===== src/include/reset_timeout_sequencer_regs.svh =====
// Register offsets, field positions, reset values and timing figures of the sequencer.
// Assumes a 32-bit APB slave with byte addresses on an 8-bit address bus.
`ifndef RESET_TIMEOUT_SEQUENCER_REGS_SVH
`define RESET_TIMEOUT_SEQUENCER_REGS_SVH

// ----------------------------------------
// Register offsets
// ----------------------------------------
`define RTS_OFF_CONFIG 8'h00
`define RTS_OFF_STATUS 8'h04
`define RTS_OFF_GENERAL 8'h08
`define RTS_OFF_KEEP 8'h0c

// ----------------------------------------
// Field positions
// ----------------------------------------
`define RTS_CFG_BROWNOUT_EN 0
`define RTS_CFG_PWRUP_EN 1
`define RTS_CFG_OSC_LO 2
`define RTS_CFG_OSC_HI 3
`define RTS_ST_WDOG_EXPIRY 0
`define RTS_ST_SLEEP_ENTERED 1
`define RTS_ST_POWER_ON 2
`define RTS_ST_BROWNOUT 3
`define RTS_ST_CAUSE_LO 4
`define RTS_ST_CAUSE_HI 6

// ----------------------------------------
// Reset values and oscillator codes
// ----------------------------------------
`define RTS_CFG_RESET 4'hd
`define RTS_GENERAL_RESET 32'h00000000
`define RTS_OSC_RC 2'h3
`define RTS_OSC_HIGH_SPEED 2'h2
`define RTS_OSC_STANDARD 2'h1
`define RTS_OSC_LOW_POWER 2'h0

// ----------------------------------------
// Timing
// ----------------------------------------
`define RTS_CLK_MHZ 100
`define RTS_PWRUP_MS 72
`define RTS_RC_KHZ 100
`define RTS_OSC_SETTLE_CYCLES 1024
`define RTS_BROWNOUT_QUAL_US 100
`define RTS_PIN_FILTER_CYCLES 16

`endif


===== src/include/rts_pkg.sv =====
// Types shared by the reset sequencer and its bench.
// Assumes nothing beyond a SystemVerilog compiler.
package rts_pkg;

	// ----------------------------------------
	// Sequencer states and reset causes
	// ----------------------------------------
	typedef enum logic [2:0] {
		S_START,
		S_BROWNOUT_HOLD,
		S_PWRUP_DELAY,
		S_OSC_SETTLE,
		S_WAIT_PIN,
		S_RUN
	} state_e;

	typedef enum logic [2:0] {
		C_POWER_ON,
		C_PIN_RUN,
		C_PIN_SLEEP,
		C_WATCHDOG_RUN,
		C_WATCHDOG_WAKE,
		C_BROWNOUT
	} cause_e;

endpackage


===== src/verilog/reset_timeout_sequencer.sv =====
// Reset and start-up sequencer: classifies reset causes, times the power-up and
// oscillator settle delays and keeps the reset cause flags, with an APB register port.
// Assumes supply monitors, reset pin, RC and main oscillator arrive asynchronously;
// watchdog timeout and sleeping status come from logic on clk.
//
// Added by the designer: the register offsets and the APB register port.
`include "reset_timeout_sequencer_regs.svh"

// Function
// - Tell apart six distinct reset causes
// - Keep-class register survives every reset, power-on included
// - Reset-class registers load except on watchdog wake
// - Filter ignores short low pin pulses
// - Watchdog reset never drives the pin
// - Power-on holds reset for 72 ms delay
// - Config bit enables or skips power-up delay
// - Settle count 1024 oscillator cycles after delay
// - Settle only crystal modes, power-on or wake
// - Brown-out after supply low exceeds 100 us
// - Brown-out holds until supply ok, then delay
// - Supply dip during delay restarts brown-out recovery
// - Brown-out enable forces power-up delay on
// - Power-up: delay, settle, then release reset
// - Held pin releases execution immediately on rise
// - Expiry and sleep flags follow reset cause
// - Supply-rise detector starts power-on sequence
// - Oscillator pin accepts resonator or driven clock
// - Two select bits encode oscillator mode
// - Power-on flag cleared only by power-on
module reset_timeout_sequencer #(
	parameter int PIN_FILTER_CYCLES = `RTS_PIN_FILTER_CYCLES,
	parameter int RC_KHZ = `RTS_RC_KHZ,
	parameter int PWRUP_RC_EDGES = `RTS_PWRUP_MS * RC_KHZ,
	parameter int BROWNOUT_QUAL_CYCLES = `RTS_BROWNOUT_QUAL_US * `RTS_CLK_MHZ,
	parameter int OSC_SETTLE_CYCLES = `RTS_OSC_SETTLE_CYCLES
) (
	input wire logic clk,
	input wire logic rst,
	input wire logic supplyRiseDetect,
	input wire logic supplyLow,
	input wire logic externalResetPinN,
	input wire logic oscillatorInputPin,
	input wire logic rcOscClk,
	input wire logic watchdogTimeout,
	input wire logic cpuSleeping,
	input wire logic [7:0] paddr,
	input wire logic psel,
	input wire logic penable,
	input wire logic pwrite,
	input wire logic [31:0] pwdata,
	output logic [31:0] prdata,
	output logic pready,
	output logic pslverr,
	output logic coreHold,
	output logic loadResetState,
	output rts_pkg::cause_e resetCause,
	output logic watchdogExpiryFlag,
	output logic sleepEnteredFlag
);

	// ----------------------------------------
	// Elaboration checks
	// ----------------------------------------
	if (PIN_FILTER_CYCLES < 1 || PIN_FILTER_CYCLES > 65535 || PWRUP_RC_EDGES < 1 ||
		PWRUP_RC_EDGES > 65535 || BROWNOUT_QUAL_CYCLES < 1 || BROWNOUT_QUAL_CYCLES > 65535 ||
		OSC_SETTLE_CYCLES < 1 || OSC_SETTLE_CYCLES > 65535) begin : g_bad_param
		$error("reset_timeout_sequencer: count parameter out of 1..65535");
	end

	localparam logic [15:0] PIN_LAST = 16'(PIN_FILTER_CYCLES - 1);
	localparam logic [15:0] PWRUP_LAST = 16'(PWRUP_RC_EDGES - 1);
	localparam logic [15:0] QUAL_LAST = 16'(BROWNOUT_QUAL_CYCLES - 1);
	localparam logic [15:0] SETTLE_LAST = 16'(OSC_SETTLE_CYCLES - 1);

	// Crystal or resonator modes are every code but RC
	function automatic logic isCrystal(input logic [1:0] sel);
		isCrystal = (sel != `RTS_OSC_RC);
	endfunction

	// ----------------------------------------
	// Input synchronisers
	// ----------------------------------------
	logic [1:0] pinSync_r;
	logic [1:0] supSync_r;
	logic [2:0] riseSync_r;
	logic [2:0] rcSync_r;
	logic [2:0] oscSync_r;

	// Async pins pass two flops; third stage feeds edge detection only
	// pin synchronised here
	always_ff @(posedge clk or posedge rst) begin
		if (rst) begin
			pinSync_r <= 2'h3;
			supSync_r <= 2'h0;
			riseSync_r <= 3'h0;
			rcSync_r <= 3'h0;
			oscSync_r <= 3'h0;
		end else begin
			pinSync_r <= {pinSync_r[0], externalResetPinN};
			supSync_r <= {supSync_r[0], supplyLow};
			riseSync_r <= {riseSync_r[1:0], supplyRiseDetect};
			rcSync_r <= {rcSync_r[1:0], rcOscClk};
			oscSync_r <= {oscSync_r[1:0], oscillatorInputPin};
		end
	end

	logic pinHigh;
	logic supLow;
	logic porEvent;
	logic rcEdge;
	logic oscEdge;
	assign pinHigh = pinSync_r[1];
	assign supLow = supSync_r[1];
	assign porEvent = riseSync_r[1] & ~riseSync_r[2];
	assign rcEdge = rcSync_r[1] & ~rcSync_r[2];
	assign oscEdge = oscSync_r[1] & ~oscSync_r[2];

	// ----------------------------------------
	// Configuration register
	// ----------------------------------------
	logic [3:0] config_r;
	logic brownoutEnableBit;
	logic pwrupEnable;
	logic [1:0] oscillatorSelectBits;
	assign brownoutEnableBit = config_r[`RTS_CFG_BROWNOUT_EN];
	assign pwrupEnable = config_r[`RTS_CFG_PWRUP_EN];
	assign oscillatorSelectBits = config_r[`RTS_CFG_OSC_HI:`RTS_CFG_OSC_LO];

	// ----------------------------------------
	// Reset pin filter
	// ----------------------------------------
	logic [15:0] pinLowCnt_r;
	logic pinLow_r;
	logic pinLowDly_r;

	// A low must last the whole filter length; any high restarts it
	// glitch filter on pin
	always_ff @(posedge clk or posedge rst) begin
		if (rst) begin
			pinLowCnt_r <= 16'h0000;
			pinLow_r <= 1'b0;
			pinLowDly_r <= 1'b0;
		end else begin
			pinLowDly_r <= pinLow_r;
			if (pinHigh) begin
				pinLowCnt_r <= 16'h0000;
				pinLow_r <= 1'b0;
			end else if (pinLowCnt_r == PIN_LAST) begin
				pinLow_r <= 1'b1;
			end else begin
				pinLowCnt_r <= pinLowCnt_r + 16'h0001;
			end
		end
	end

	logic pinFall;
	assign pinFall = pinLow_r & ~pinLowDly_r;

	// ----------------------------------------
	// Brown-out qualification
	// ----------------------------------------
	logic [15:0] qualCnt_r;
	logic borEvent;

	always_ff @(posedge clk or posedge rst) begin
		if (rst) begin
			qualCnt_r <= 16'h0000;
		end else if (!(brownoutEnableBit && supLow)) begin
			qualCnt_r <= 16'h0000;
		end else if (qualCnt_r != QUAL_LAST) begin
			qualCnt_r <= qualCnt_r + 16'h0001;
		end
	end
	// Fires once when the count first reaches one below its end value
	assign borEvent = brownoutEnableBit & supLow & (qualCnt_r == QUAL_LAST - 16'h0001);

	// ----------------------------------------
	// Event classification
	// ----------------------------------------
	rts_pkg::state_e state_r;
	rts_pkg::state_e stateNxt;
	logic evValid;
	rts_pkg::cause_e evCause;

	// Priority: power-on, brown-out, pin, watchdog
	// six cause classification
	always_comb begin
		evValid = 1'b1;
		evCause = rts_pkg::C_POWER_ON;
		if (porEvent || state_r == rts_pkg::S_START) begin
			evCause = rts_pkg::C_POWER_ON;
		end else if (borEvent) begin
			evCause = rts_pkg::C_BROWNOUT;
		end else if (pinFall && state_r == rts_pkg::S_RUN) begin
			evCause = cpuSleeping ? rts_pkg::C_PIN_SLEEP : rts_pkg::C_PIN_RUN;
		end else if (watchdogTimeout && state_r == rts_pkg::S_RUN) begin
			evCause = cpuSleeping ? rts_pkg::C_WATCHDOG_WAKE : rts_pkg::C_WATCHDOG_RUN;
		end else begin
			evValid = 1'b0;
		end
	end

	// ----------------------------------------
	// Sequencer
	// ----------------------------------------
	logic [15:0] cnt_r;
	logic crystal;
	logic delayOn;
	assign crystal = isCrystal(oscillatorSelectBits);
	assign delayOn = pwrupEnable | brownoutEnableBit;

	always_comb begin
		stateNxt = state_r;
		if (evValid) begin
			case (evCause)
				rts_pkg::C_POWER_ON: begin
					if (delayOn) begin
						stateNxt = rts_pkg::S_PWRUP_DELAY;
					end else if (crystal) begin
						stateNxt = rts_pkg::S_OSC_SETTLE;
					end else begin
						stateNxt = rts_pkg::S_WAIT_PIN;
					end
				end
				rts_pkg::C_BROWNOUT: stateNxt = rts_pkg::S_BROWNOUT_HOLD;
				rts_pkg::C_WATCHDOG_WAKE: begin
					stateNxt = crystal ? rts_pkg::S_OSC_SETTLE : rts_pkg::S_WAIT_PIN;
				end
				default: stateNxt = rts_pkg::S_WAIT_PIN;
			endcase
		end else begin
			case (state_r)
				rts_pkg::S_BROWNOUT_HOLD: begin
					if (!supLow) begin
						stateNxt = rts_pkg::S_PWRUP_DELAY;
					end
				end
				rts_pkg::S_PWRUP_DELAY: begin
					if (resetCause == rts_pkg::C_BROWNOUT && supLow) begin
						stateNxt = rts_pkg::S_BROWNOUT_HOLD;
					end else if (rcEdge && cnt_r == PWRUP_LAST) begin
						if (crystal && resetCause == rts_pkg::C_POWER_ON) begin
							stateNxt = rts_pkg::S_OSC_SETTLE;
						end else begin
							stateNxt = rts_pkg::S_WAIT_PIN;
						end
					end
				end
				rts_pkg::S_OSC_SETTLE: begin
					if (oscEdge && cnt_r == SETTLE_LAST) begin
						stateNxt = rts_pkg::S_WAIT_PIN;
					end
				end
				// run as soon as pin rises
				rts_pkg::S_WAIT_PIN: begin
					if (!pinLow_r) begin
						stateNxt = rts_pkg::S_RUN;
					end
				end
				default: stateNxt = state_r;
			endcase
		end
	end

	// State and shared delay counter; counter restarts on every state change
	// RC edge counting
	always_ff @(posedge clk or posedge rst) begin
		if (rst) begin
			state_r <= rts_pkg::S_START;
			cnt_r <= 16'h0000;
		end else begin
			state_r <= stateNxt;
			if (stateNxt != state_r || evValid) begin
				cnt_r <= 16'h0000;
			end else if ((state_r == rts_pkg::S_PWRUP_DELAY && rcEdge) ||
				(state_r == rts_pkg::S_OSC_SETTLE && oscEdge)) begin
				cnt_r <= cnt_r + 16'h0001;
			end
		end
	end

	// Core hold and reset-class load pulse
	// wake skips register load
	always_ff @(posedge clk or posedge rst) begin
		if (rst) begin
			coreHold <= 1'b1;
			loadResetState <= 1'b0;
			resetCause <= rts_pkg::C_POWER_ON;
		end else begin
			coreHold <= (stateNxt != rts_pkg::S_RUN);
			loadResetState <= evValid && evCause != rts_pkg::C_WATCHDOG_WAKE;
			if (evValid) begin
				resetCause <= evCause;
			end
		end
	end

	// ----------------------------------------
	// Cause flags
	// ----------------------------------------
	logic powerOnFlag_r;
	logic brownoutFlag_r;
	logic apbWrite;
	assign apbWrite = psel & penable & pready & pwrite;

	always_ff @(posedge clk or posedge rst) begin
		if (rst) begin
			watchdogExpiryFlag <= 1'b1;
			sleepEnteredFlag <= 1'b1;
		end else if (evValid) begin
			case (evCause)
				rts_pkg::C_POWER_ON, rts_pkg::C_BROWNOUT: begin
					watchdogExpiryFlag <= 1'b1;
					sleepEnteredFlag <= 1'b1;
				end
				rts_pkg::C_PIN_SLEEP: begin
					watchdogExpiryFlag <= 1'b1;
					sleepEnteredFlag <= 1'b0;
				end
				rts_pkg::C_WATCHDOG_RUN: begin
					watchdogExpiryFlag <= 1'b0;
					sleepEnteredFlag <= 1'b1;
				end
				rts_pkg::C_WATCHDOG_WAKE: begin
					watchdogExpiryFlag <= 1'b0;
					sleepEnteredFlag <= 1'b0;
				end
				default: begin
					watchdogExpiryFlag <= watchdogExpiryFlag;
					sleepEnteredFlag <= sleepEnteredFlag;
				end
			endcase
		end
	end

	// Hardware clear beats a software set in the same cycle
	// power-on flag cleared only here
	always_ff @(posedge clk or posedge rst) begin
		if (rst) begin
			powerOnFlag_r <= 1'b0;
			brownoutFlag_r <= 1'b0;
		end else begin
			if (evValid && evCause == rts_pkg::C_POWER_ON) begin
				powerOnFlag_r <= 1'b0;
			end else if (apbWrite && paddr == `RTS_OFF_STATUS && pwdata[`RTS_ST_POWER_ON]) begin
				powerOnFlag_r <= 1'b1;
			end
			if (evValid && evCause == rts_pkg::C_BROWNOUT) begin
				brownoutFlag_r <= 1'b0;
			end else if (apbWrite && paddr == `RTS_OFF_STATUS && pwdata[`RTS_ST_BROWNOUT]) begin
				brownoutFlag_r <= 1'b1;
			end
		end
	end

	// ----------------------------------------
	// Software registers
	// ----------------------------------------
	logic [31:0] general_r;
	logic [31:0] keep_r;

	always_ff @(posedge clk or posedge rst) begin
		if (rst) begin
			config_r <= `RTS_CFG_RESET;
		end else if (apbWrite && paddr == `RTS_OFF_CONFIG) begin
			config_r <= pwdata[3:0];
		end
	end

	always_ff @(posedge clk or posedge rst) begin
		if (rst) begin
			general_r <= `RTS_GENERAL_RESET;
		end else if (evValid && evCause != rts_pkg::C_WATCHDOG_WAKE) begin
			general_r <= `RTS_GENERAL_RESET;
		end else if (apbWrite && paddr == `RTS_OFF_GENERAL) begin
			general_r <= pwdata;
		end
	end

	// No reset at all: unknown at power-up, kept through every later reset
	// keep-class register
	always_ff @(posedge clk) begin
		if (apbWrite && paddr == `RTS_OFF_KEEP) begin
			keep_r <= pwdata;
		end
	end

	// ----------------------------------------
	// APB slave: one wait state, registered answer
	// ----------------------------------------
	always_ff @(posedge clk or posedge rst) begin
		if (rst) begin
			pready <= 1'b0;
			prdata <= 32'h00000000;
			pslverr <= 1'b0;
		end else if (psel && penable && !pready) begin
			pready <= 1'b1;
			pslverr <= 1'b0;
			prdata <= 32'h00000000;
			case (paddr)
				`RTS_OFF_CONFIG: prdata <= {28'h0000000, config_r};
				`RTS_OFF_STATUS: prdata <= {25'h0000000, resetCause, brownoutFlag_r,
					powerOnFlag_r, sleepEnteredFlag, watchdogExpiryFlag};
				`RTS_OFF_GENERAL: prdata <= general_r;
				`RTS_OFF_KEEP: prdata <= keep_r;
				default: pslverr <= 1'b1;
			endcase
		end else begin
			pready <= 1'b0;
			pslverr <= 1'b0;
		end
	end

endmodule


===== config.mk =====
export PLATFORM = sky130hd
export DESIGN_NAME = reset_timeout_sequencer
export DESIGN_NICKNAME = d
export VERILOG_FILES = /design/src/include/rts_pkg.sv /design/src/verilog/reset_timeout_sequencer.sv
export VERILOG_INCLUDE_DIRS = /design/src /design/src/include
export SDC_FILE = /design/constraint.sdc
export NUM_CORES = 1
export LEC_CHECK = 0
export BUFFER_PORTS_ARGS = -buffer_cell sky130_fd_sc_hd__buf_2
export CELL_PAD_IN_SITES_DETAIL_PLACEMENT = 2
export CELL_PAD_IN_SITES_GLOBAL_PLACEMENT = 2
export CORE_UTILIZATION = 40
export CTS_BUF_LIST = sky130_fd_sc_hd__clkbuf_8
export DETAILED_ROUTE_END_ITERATION = 8
export MAX_ROUTING_LAYER = met4
export PLACE_DENSITY_LB_ADDON = 0.25
export SLEW_MARGIN = 20
export SYNTH_ARGS = -nofsm -noshare
export SYNTH_HDL_FRONTEND = slang
export SYNTH_SLANG_ARGS = --single-unit

===== constraint.sdc =====
create_clock -name clk -period 7.8 [get_ports clk]
set_clock_uncertainty 0.1 [all_clocks]
set_input_delay 2.34 -clock clk [delete_from_list [all_inputs] [get_ports clk]]
set_output_delay 2.34 -clock clk [all_outputs]
set_load 0.05 [all_outputs]

## Yosys cells after proc, flatten, opt, wreduce, memory -nomap -nowiden

Index checks and enable logic that the tools add are counted.

| storage, ports and cells | value |
|---|---|
| register bits after elaboration | 177 |
| bits of input ports | 52 |
| output and inout port bits | 41 |
| logic and storage cells | 148 |

| operators by class | value |
|---|---|
| add/subtract/negate cells | 3 |
| equality and inequality tests | 24 |
| mux-type cells | 41 |
| bitwise operators | 14 |
| reduce and logical (&&, ||, !) cells | 42 |

Operators by type and width:

| operator | count |
|---|---|
| one-hot mux 32 bit (4 select lines) | 1 |
| two-way mux 16 bit | 6 |
| two-way mux 32 bit | 2 |
| adder 16 x 1 -> 16 bit, second input constant | 3 |
| two-way mux 3 bit | 14 |
| logical AND 1 bit | 20 |
| equality test 16 x 10 -> 1 bit, second input constant | 1 |
| equality test 16 x 13 -> 1 bit, second input constant | 1 |
| equality test 16 x 14 -> 1 bit, second input constant | 1 |
| equality test 16 x 4 -> 1 bit, second input constant | 1 |
| equality test 8 x 4 -> 1 bit, second input constant | 2 |
| inequality test 16 x 14 -> 1 bit, second input constant | 1 |
| equality test 3 bit, second input constant | 5 |
| nonzero test 2 bit | 7 |
| two-way mux 1 bit | 13 |
| equality test 3 x 2 -> 1 bit, second input constant | 4 |
| one-hot mux 3 bit (4 select lines) | 1 |
| AND 1 bit | 9 |
| logical NOT 3 bit | 3 |
| one-hot mux 3 bit (3 select lines) | 1 |
| equality test 8 x 3 -> 1 bit, second input constant | 1 |
| logical NOT 8 bit | 1 |
| inequality test 3 bit, second input constant | 2 |
| OR reduction 3 bit | 2 |
| other kinds (13) | 22 |

## Longest topological paths before layout

Gate-level depths: netlist (run 1).

| depth | value |
|---|---|
| depth in word-level cells | 12 |
| depth in mapped cells | 9 |
| depth with buffers taken out | 8 |

## Worst setup path after synthesis (run 1)

Ideal clock, no wire load.

| timing path | value |
|---|---|
| path type | input port to flip-flop |
| start point | in paddr[1] |
| end point | reg keep_r[0], enable pin |
| setup time | 0.392 ns |
| data arrival time | 4.420 ns |
| required time | 7.308 ns |
| path slack | 2.888 ns |
| cell stages on the path | 6 |
| buffers on the path | 2 |
| cell sequence | or4_1 nor3_2 and3_1 buf_2 buf_2 and2_1 |

| between the ends | value |
|---|---|
| cells in the longest elaborated chain, start to end | 2 |

RTL lines:

| what | line | text |
|---|---|---|
| start: declaration | reset_timeout_sequencer.sv:46 | `input wire logic [7:0] paddr,` |
| equality test 8 x 4 -> 1 bit | n/a |  |
| logical AND 1 bit (no source line) | n/a |  |
| end signal: assignment | reset_timeout_sequencer.sv:384 | `keep_r <= pwdata;` |
| end: declaration | reset_timeout_sequencer.sv:360 | `logic [31:0] keep_r;` |

Every way passes these cells.
A chain may end at the register's enable or synchronous reset.

## Worst setup path after layout (run 1)

| timing path | value |
|---|---|
| start point | in paddr[1] |
| end point | reg keep_r[2], enable pin |

Same word-level chain as after synthesis.

==> impl_metrics.csv, run 1 <==
group,metric,value,unit
pwr,sequential_fraction_of_design_power,50.0,%
grt,grt_pass1_vias,6695,
sta,worstMarginPinSlew,1.02,ns
floorplanning,die_h,142,microns
grt,groute.usage.overall,23.0,%
finish,nNetsFinal,852,
place,number_of_buffer_cells_added_on_primary_ports,92,
cts,cts_buffers,17,
pwr,comb_power_share,17.2,%
finish,multi_input_comb_area,3030,sq um
route,detailroute.via_count,5893,
worst_setup_path,critical_path_class,"in2reg",
route,drtPass1Iterations,4,
floorplanning,core_area,19000,sq um
sta,final_hold_viol_count,0,
cts,cts-root-to-sink-buffers,2,
grt,grt_start_max_net_pins,103,
cts,cts_tree,"built",
finish,most_frequent_standard_cell_in_the_layout_excluding_fill_and_tap_cells,"sky130_fd_sc_hd__dfrtp_1",
worst_setup_path,critical_path_required,7.81,ns
finish,syn2layout_area_growth,13.0,%
route,postRouteAntennaNets,0,
route,wirelength,21.0,mm
worst_setup_path,critPathLaunchType,"input port",
sta,final-setup-viol-count,0,
pwr,p_sw,0.654,mW
synthesis,cell_area_synth,7890,sq um
grt,grt_pass1_wl,35.0,mm
synthesis,yosys_register_bits,177,
cts,h_tree_depth,4,
worst_setup_path,critPathCaptureType,"register",
floorplanning,initial_utilization,41.5,%
sta,setup_total_negative_slack,0,ns
synthesis,yosysTopAreaCell,"sky130_fd_sc_hd__dfrtp_1",
route,avgViaCountPerCell,5.52,
route,drt-initial-drc-count,217,
synthesis,synth.yosys.seq_area_share,58.3,%
place,post_dp_cell_area,8490,sq um
worst_hold_path,hold_path_startpoint,"riseSync_r[0]$_DFF_PP0_",
pwr,total_leakage_power,3.67,nW
worst_setup_path,worstPathCellList,"buf_2 -> or4_1 -> nor3_2 -> and3_2 -> and2_1 -> buf_4",
worst_setup_path,crit_fanout,26,
synthesis,total_of_warnings_raised_by_yosys,0,
finish,layout.filler_cells,2003,
worst_hold_path,hold_path.class,"reg2reg",
finish,post_route_cells_drive_above_1_share,21.9,%
cts,cts_sink_count,177,
pwr,vdd_ir_drop_max,116,uV
synthesis,synth_async_sr_flop_share,81.9,%
cts,clkLatencyLatePin,0.46,ns
place,gp_routability_congestion,0.783,
worst_setup_path,worst_ep_arrival_time,4.77,ns
sta,timing.final.max_slew_violations,0,
finish,finalInstanceArea,8910,sq um
synthesis,synth.top_cell.area_share,43.5,%
floorplanning,io-pin-count,93,
pwr,internal_power,1.40,mW
grt,number_of_antenna_violations_at_the_first_check_in_global_routing,0,
worst_setup_path,timing.rr.start,"supSync_r[1]$_DFF_PP0_",
job,max_cap_violations,0,
worst_setup_path,critical_path.slowest_cell,"sky130_fd_sc_hd__and3_2",
worst_setup_path,slowest_stage_delay_on_critical_path,0.62,ns
finish,highest_count_cells_in_the_layout_ignoring_fill_and_taps,"sky130_fd_sc_hd__dfrtp_1, sky130_fd_sc_hd__nand2_1, sky130_fd_sc_hd__buf_2, sky130_fd_sc_hd__a21oi_1, sky130_fd_sc_hd__o21ai_0",
synthesis,syn-instance-count,719,
pwr,sw_frac_of_total,31.9,%
synthesis,synth_top_flop_cell,"sky130_fd_sc_hd__dfrtp_1",
worst_setup_path,setup.worst_path.start,"paddr[1]",
floorplanning,placementRows,50,
route,post_drt_wl_per_cell,19.7,microns
place,dp_hpwl,14.4,mm
floorplanning,width_of_the_die,142,microns
sta,post-route-min-period,4.76,ns
finish,sequential_cell_area,4600,sq um
run_status,run_status,"finished, final reports clean",
route,post-route-drc-count,0,
cts,clk_root_buffer_cell,"sky130_fd_sc_hd__clkbuf_8",
synthesis,net_count_after_synthesis,775,
sta,fmax,210,MHz
synthesis,edff_count_synth,32,
synthesis,yosys.cell_types.count,61,
synthesis,synth.avg_cell_area,11.0,sq um
finish,antennaDiodeCount,0,
floorplanning,die_area,20300,sq um
sta,grt_setup_unrepaired,"false",
sta,min_period_over_period,61.0,%
cts,cts.repair_timing.setup_buffer_count,0,
cts,worst_setup_hold_path_clk_slew,0.09,ns
sta,relSlewSlack,31.8,%
pwr,share_clk_of_total_power,32.9,%
pwr,power_density,230,nW/um^2
cts,cts-hold-fix-buffers,0,
cts,post_cts_resize_count,0,
grt,grt-ovfl-total,0,
synthesis,yosys-top-cells-area,"sky130_fd_sc_hd__dfrtp_1, sky130_fd_sc_hd__edfxtp_1, sky130_fd_sc_hd__nand2_1",
## critical path: cells and delay by family
kind                   cells  cell delay, ns
buffers and inverters      2            0.53
and+or+nand+nor            4            1.88
## Yosys cell counts, types with 5 or more instances
master / number
sky130_fd_sc_hd__buf_2: 8
sky130_fd_sc_hd__xor2_1: 21
sky130_fd_sc_hd__or3_1: 8
sky130_fd_sc_hd__or2_2: 5
sky130_fd_sc_hd__nand3_1: 18
sky130_fd_sc_hd__buf_6: 5
sky130_fd_sc_hd__and4_1: 5
sky130_fd_sc_hd__nor4_1: 7
sky130_fd_sc_hd__a21oi_1: 50
sky130_fd_sc_hd__nor2b_1: 5
sky130_fd_sc_hd__xnor2_1: 16
sky130_fd_sc_hd__edfxtp_1: 32
sky130_fd_sc_hd__nor2_1: 37
sky130_fd_sc_hd__nand4_1: 13
sky130_fd_sc_hd__nor3_1: 6
sky130_fd_sc_hd__dfrtp_1: 137
sky130_fd_sc_hd__and2_1: 7
sky130_fd_sc_hd__nand2_1: 130
sky130_fd_sc_hd__and3b_1: 6
sky130_fd_sc_hd__dfstp_2: 8
sky130_fd_sc_hd__a211oi_1: 8
sky130_fd_sc_hd__and3_1: 5
sky130_fd_sc_hd__clkbuf_1: 20
sky130_fd_sc_hd__a22oi_1: 29
sky130_fd_sc_hd__a211oi_2: 11
sky130_fd_sc_hd__mux2_2: 7
sky130_fd_sc_hd__o21ai_0: 49
sky130_fd_sc_hd__inv_1: 15
## final timing paths
check | cells past startpoint | slack (ns) | to
setup / recovery | 6 | 3.04 | keep_r[2]$_DFFE_PP_
hold / removal | 0 | 0.24 | riseSync_r[1]$_DFF_PP0_
setup reg to reg | 5 | 4.65 | cnt_r[5]$_DFFE_PP0P_
hold reg to reg | 0 | 0.24 | riseSync_r[1]$_DFF_PP0_
max in group asynchronous | 3 | 4.47 | general_r[31]$_DFFE_PP0P_
min in group asynchronous | 2 | 1.98 | qualCnt_r[5]$_DFFE_PP0P_
## state kept, by name, summed over array words and instances (netlist names), 4 cells and up
signal       flops
keep_r          32
general_r       32
config_r         4
qualCnt_r       16
cnt_r           16
prdata          32
pinLowCnt_r     16
## per-layer routing
layer | global-route usage (%) | part of all wire (%)
met5 | - | 0
met2 | 37.9 | 51
met3 | 3.50 | 3.1
met1 | 29.1 | 45
met4 | 7.47 | 1.2
## cell type report
cell class                      count  share of cell area [%]
Clock buffer                       17                    2.63
Clock inverter                     14                    2.04
Inverter                           15                   0.688
Multi-Input combinational cell    490                    34.0
Sequential cell                   177                    51.6
Tap cell                          260                    3.65
Timing Repair Buffer               95                    5.42
## per-stage QoR
step	hold slack, ns	util (%)	worst slack (ns)	power, mW	std cells
6_report	0.244	46.9	3.04	2.05	1068
5_1_grt	0.263	46.9	2.94	2.14	1068
4_1_cts	0.249	46.8	2.64	2.08	1068
3_5_place_dp	0.239	44.7	2.20	1.39	1037
3_3_place_gp	0.234	44.6	1.97	1.37	1037
2_1_floorplan	0.231	-	1.48	1.31	719
## cells by family after synthesis
kind of cell	share of synthesized area (%)
and+or+nand+nor	17.4
AOI/OAI and AO/OA	13.6
DFF	58.3
adders and majority gates	0.635
xor gates and xnor gates	4.11
buffers and inverters	3.36
muxes	2.52
## power groups by stage
stage	clock [mW]	sequential (mW)	combinational, mW
detailed placement	0	1.04	0.351
CTS	0.697	1.02	0.356
floorplan	0	1.05	0.256
global route	0.732	1.03	0.380
global placement	0	1.04	0.336
finish	0.675	1.02	0.352
No activity file was read; power rests on OpenSTA's default activity.
==> run 2, diff against run 1 <==
==> constraint.sdc (replaced) <==
create_clock -name clk -period 4.7 [get_ports clk]
set_clock_uncertainty 0.1 [all_clocks]
set_input_delay 1.41 -clock clk [delete_from_list [all_inputs] [get_ports clk]]
set_output_delay 1.41 -clock clk [all_outputs]
set_load 0.05 [all_outputs]
==> run 2 against run 1 <==
  * Clock power increased by 63%
  * Non-clock buffer count grew 6
  * First-iteration DRC count up 14%
  * Worst setup slack worse by 1.8 ns
  * Largest cell class unchanged
==> impl_metrics.csv, run 2 (synthesized netlist as in run 1, its figures left out) <==
group,metric,value,unit
place,gp_routability_congestion,0.835,
cts,worst_setup_hold_path_clk_slew,0.10,ns
floorplanning,die_h,142,microns
route,avgViaCountPerCell,5.54,
finish,post_route_cells_drive_above_1_share,21.8,%
route,drt-initial-drc-count,247,
grt,groute.usage.overall,24.4,%
pwr,total_leakage_power,3.71,nW
finish,highest_count_cells_in_the_layout_ignoring_fill_and_taps,"sky130_fd_sc_hd__dfrtp_1, sky130_fd_sc_hd__nand2_1, sky130_fd_sc_hd__buf_2, sky130_fd_sc_hd__a21oi_1, sky130_fd_sc_hd__o21ai_0",
finish,sequential_cell_area,4600,sq um
sta,post-route-min-period,3.43,ns
run_status,run_status,"finished, final reports clean",
finish,layout.filler_cells,2032,
finish,most_frequent_standard_cell_in_the_layout_excluding_fill_and_tap_cells,"sky130_fd_sc_hd__dfrtp_1",
cts,cts_sink_count,177,
finish,largest_registers_ranked_by_flip_flop_count,"general_r: 32 flops, keep_r: 32 flops, prdata: 32 flops",
sta,setup_total_negative_slack,0,ns
cts,cts_tree,"built",
floorplanning,die_area,20300,sq um
grt,grt_start_max_net_pins,146,
cts,h_tree_depth,4,
grt,grt_pass1_vias,6677,
cts,cts-root-to-sink-buffers,2,
route,detailroute.via_count,5968,
sta,fmax,292,MHz
route,wirelength,22.7,mm
route,postRouteAntennaNets,0,
worst_setup_path,worst_ep_arrival_time,3.64,ns
pwr,power_density,377,nW/um^2
worst_setup_path,r2r_setup_slack,1.79,ns
route,drtPass1Iterations,4,
sta,grt_setup_unrepaired,"false",
sta,final-setup-viol-count,0,
grt,grt_pass1_wl,36.6,mm
cts,cts_buffers,17,
floorplanning,width_of_the_die,142,microns
finish,nNetsFinal,858,
floorplanning,core_area,19000,sq um
worst_setup_path,critPathLaunchType,"input port",
sta,hold-worst-slack,0.259,ns
job,max_cap_violations,0,
worst_setup_path,critPathCaptureType,"register",
cts,clkLatencyLatePin,0.46,ns
sta,relSlewSlack,31.7,%
cts,post_cts_resize_count,0,
worst_setup_path,critical_path_class,"in2reg",
worst_setup_path,critical_path_required,4.91,ns
finish,multi_input_comb_area,3020,sq um
cts,cts-hold-fix-buffers,0,
sta,worstMarginPinSlew,1.02,ns
cts,clk_root_buffer_cell,"sky130_fd_sc_hd__clkbuf_8",
sta,min_period_over_period,72.9,%
worst_hold_path,hold_path.class,"reg2reg",
grt,grt-ovfl-total,0,
finish,syn2layout_area_growth,13.9,%
pwr,vdd_ir_drop_max,196,uV
place,number_of_buffer_cells_added_on_primary_ports,92,
cts,cts.repair_timing.setup_buffer_count,0,
route,post-route-drc-count,0,
sta,final_hold_viol_count,0,
floorplanning,placementRows,50,
place,dp_hpwl,15.0,mm
floorplanning,initial_utilization,41.5,%
grt,number_of_antenna_violations_at_the_first_check_in_global_routing,3,
floorplanning,io-pin-count,93,
worst_setup_path,crit_fanout,20,
route,post_drt_wl_per_cell,21.0,microns
sta,timing.final.max_slew_violations,0,
-- run 2: cell count changes in the layout (fill, tap and decap cells not counted), moves of 2 or more --
cell	change
sky130_fd_sc_hd__inv_6	+2
sky130_fd_sc_hd__buf_12	+3
sky130_fd_sc_hd__buf_4	+3
sky130_fd_sc_hd__inv_1	+2
sky130_fd_sc_hd__diode_2	+3
sky130_fd_sc_hd__clkinv_4	-2
-- run 2: final cells by class --
cell class                      instances  area share, %
Clock inverter                         14           1.73
Sequential cell                       177           51.2
Timing Repair Buffer                  101           6.30
Tap cell                              260           3.62
Antenna cell                            3         0.0836
Multi-Input combinational cell        490           33.6
Inverter                               15          0.669
Clock buffer                           18           2.76
-- run 2: metal layers --
metal  global-route usage (%)  routed length, microns
met5                        -                       0
met4                     7.58                     352
met1                     28.5                    9580
met3                     3.97                     692
met2                     42.8                   12000
-- run 2: final timing paths --
check                                            from                          to  cells past startpoint
worst max-delay path                         paddr[1]      prdata[14]$_DFFE_PP0P_                      8
worst min-delay path            rcSync_r[0]$_DFF_PP0_       rcSync_r[1]$_DFF_PP0_                      0
worst max register to register   state_r[0]$_DFF_PP0_        cnt_r[5]$_DFFE_PP0P_                      6
worst min register to register  rcSync_r[0]$_DFF_PP0_       rcSync_r[1]$_DFF_PP0_                      0
max in group asynchronous                         rst  pinLowCnt_r[3]$_DFFE_PP0P_                      3
min in group asynchronous                         rst      prdata[11]$_DFFE_PP0P_                      3
-- run 2: critical path, stage by stage --
cell and delay [ns]:
sky130_fd_sc_hd__buf_2 0.09, sky130_fd_sc_hd__or4_1 0.53, sky130_fd_sc_hd__nor3_2 0.12, sky130_fd_sc_hd__buf_4 0.17
sky130_fd_sc_hd__and3b_1 0.38, sky130_fd_sc_hd__buf_4 0.35, sky130_fd_sc_hd__a22oi_1 0.15, sky130_fd_sc_hd__o21ai_0 0.42
-- run 2: report_power, final --
part           total [mW]  internal [mW]  switching (mW)
clock network        1.10          0.499           0.599
registers            1.70           1.61          0.0855
logic               0.596          0.180           0.416
total                3.39           2.29            1.10
-- run 2: per-stage QoR --
stage	area (sq um)	instances	total power, mW	setup slack [ns]	util, %
global route	8980	1078	3.51	1.23	47.2
CTS	8970	1075	3.42	1.28	47.2
detailed placement	8570	1043	2.32	0.950	45.1
floorplan	7890	719	2.17	0.718	-
global placement	8570	1043	2.28	1.03	45.1
finish	8980	1078	3.39	1.27	47.2
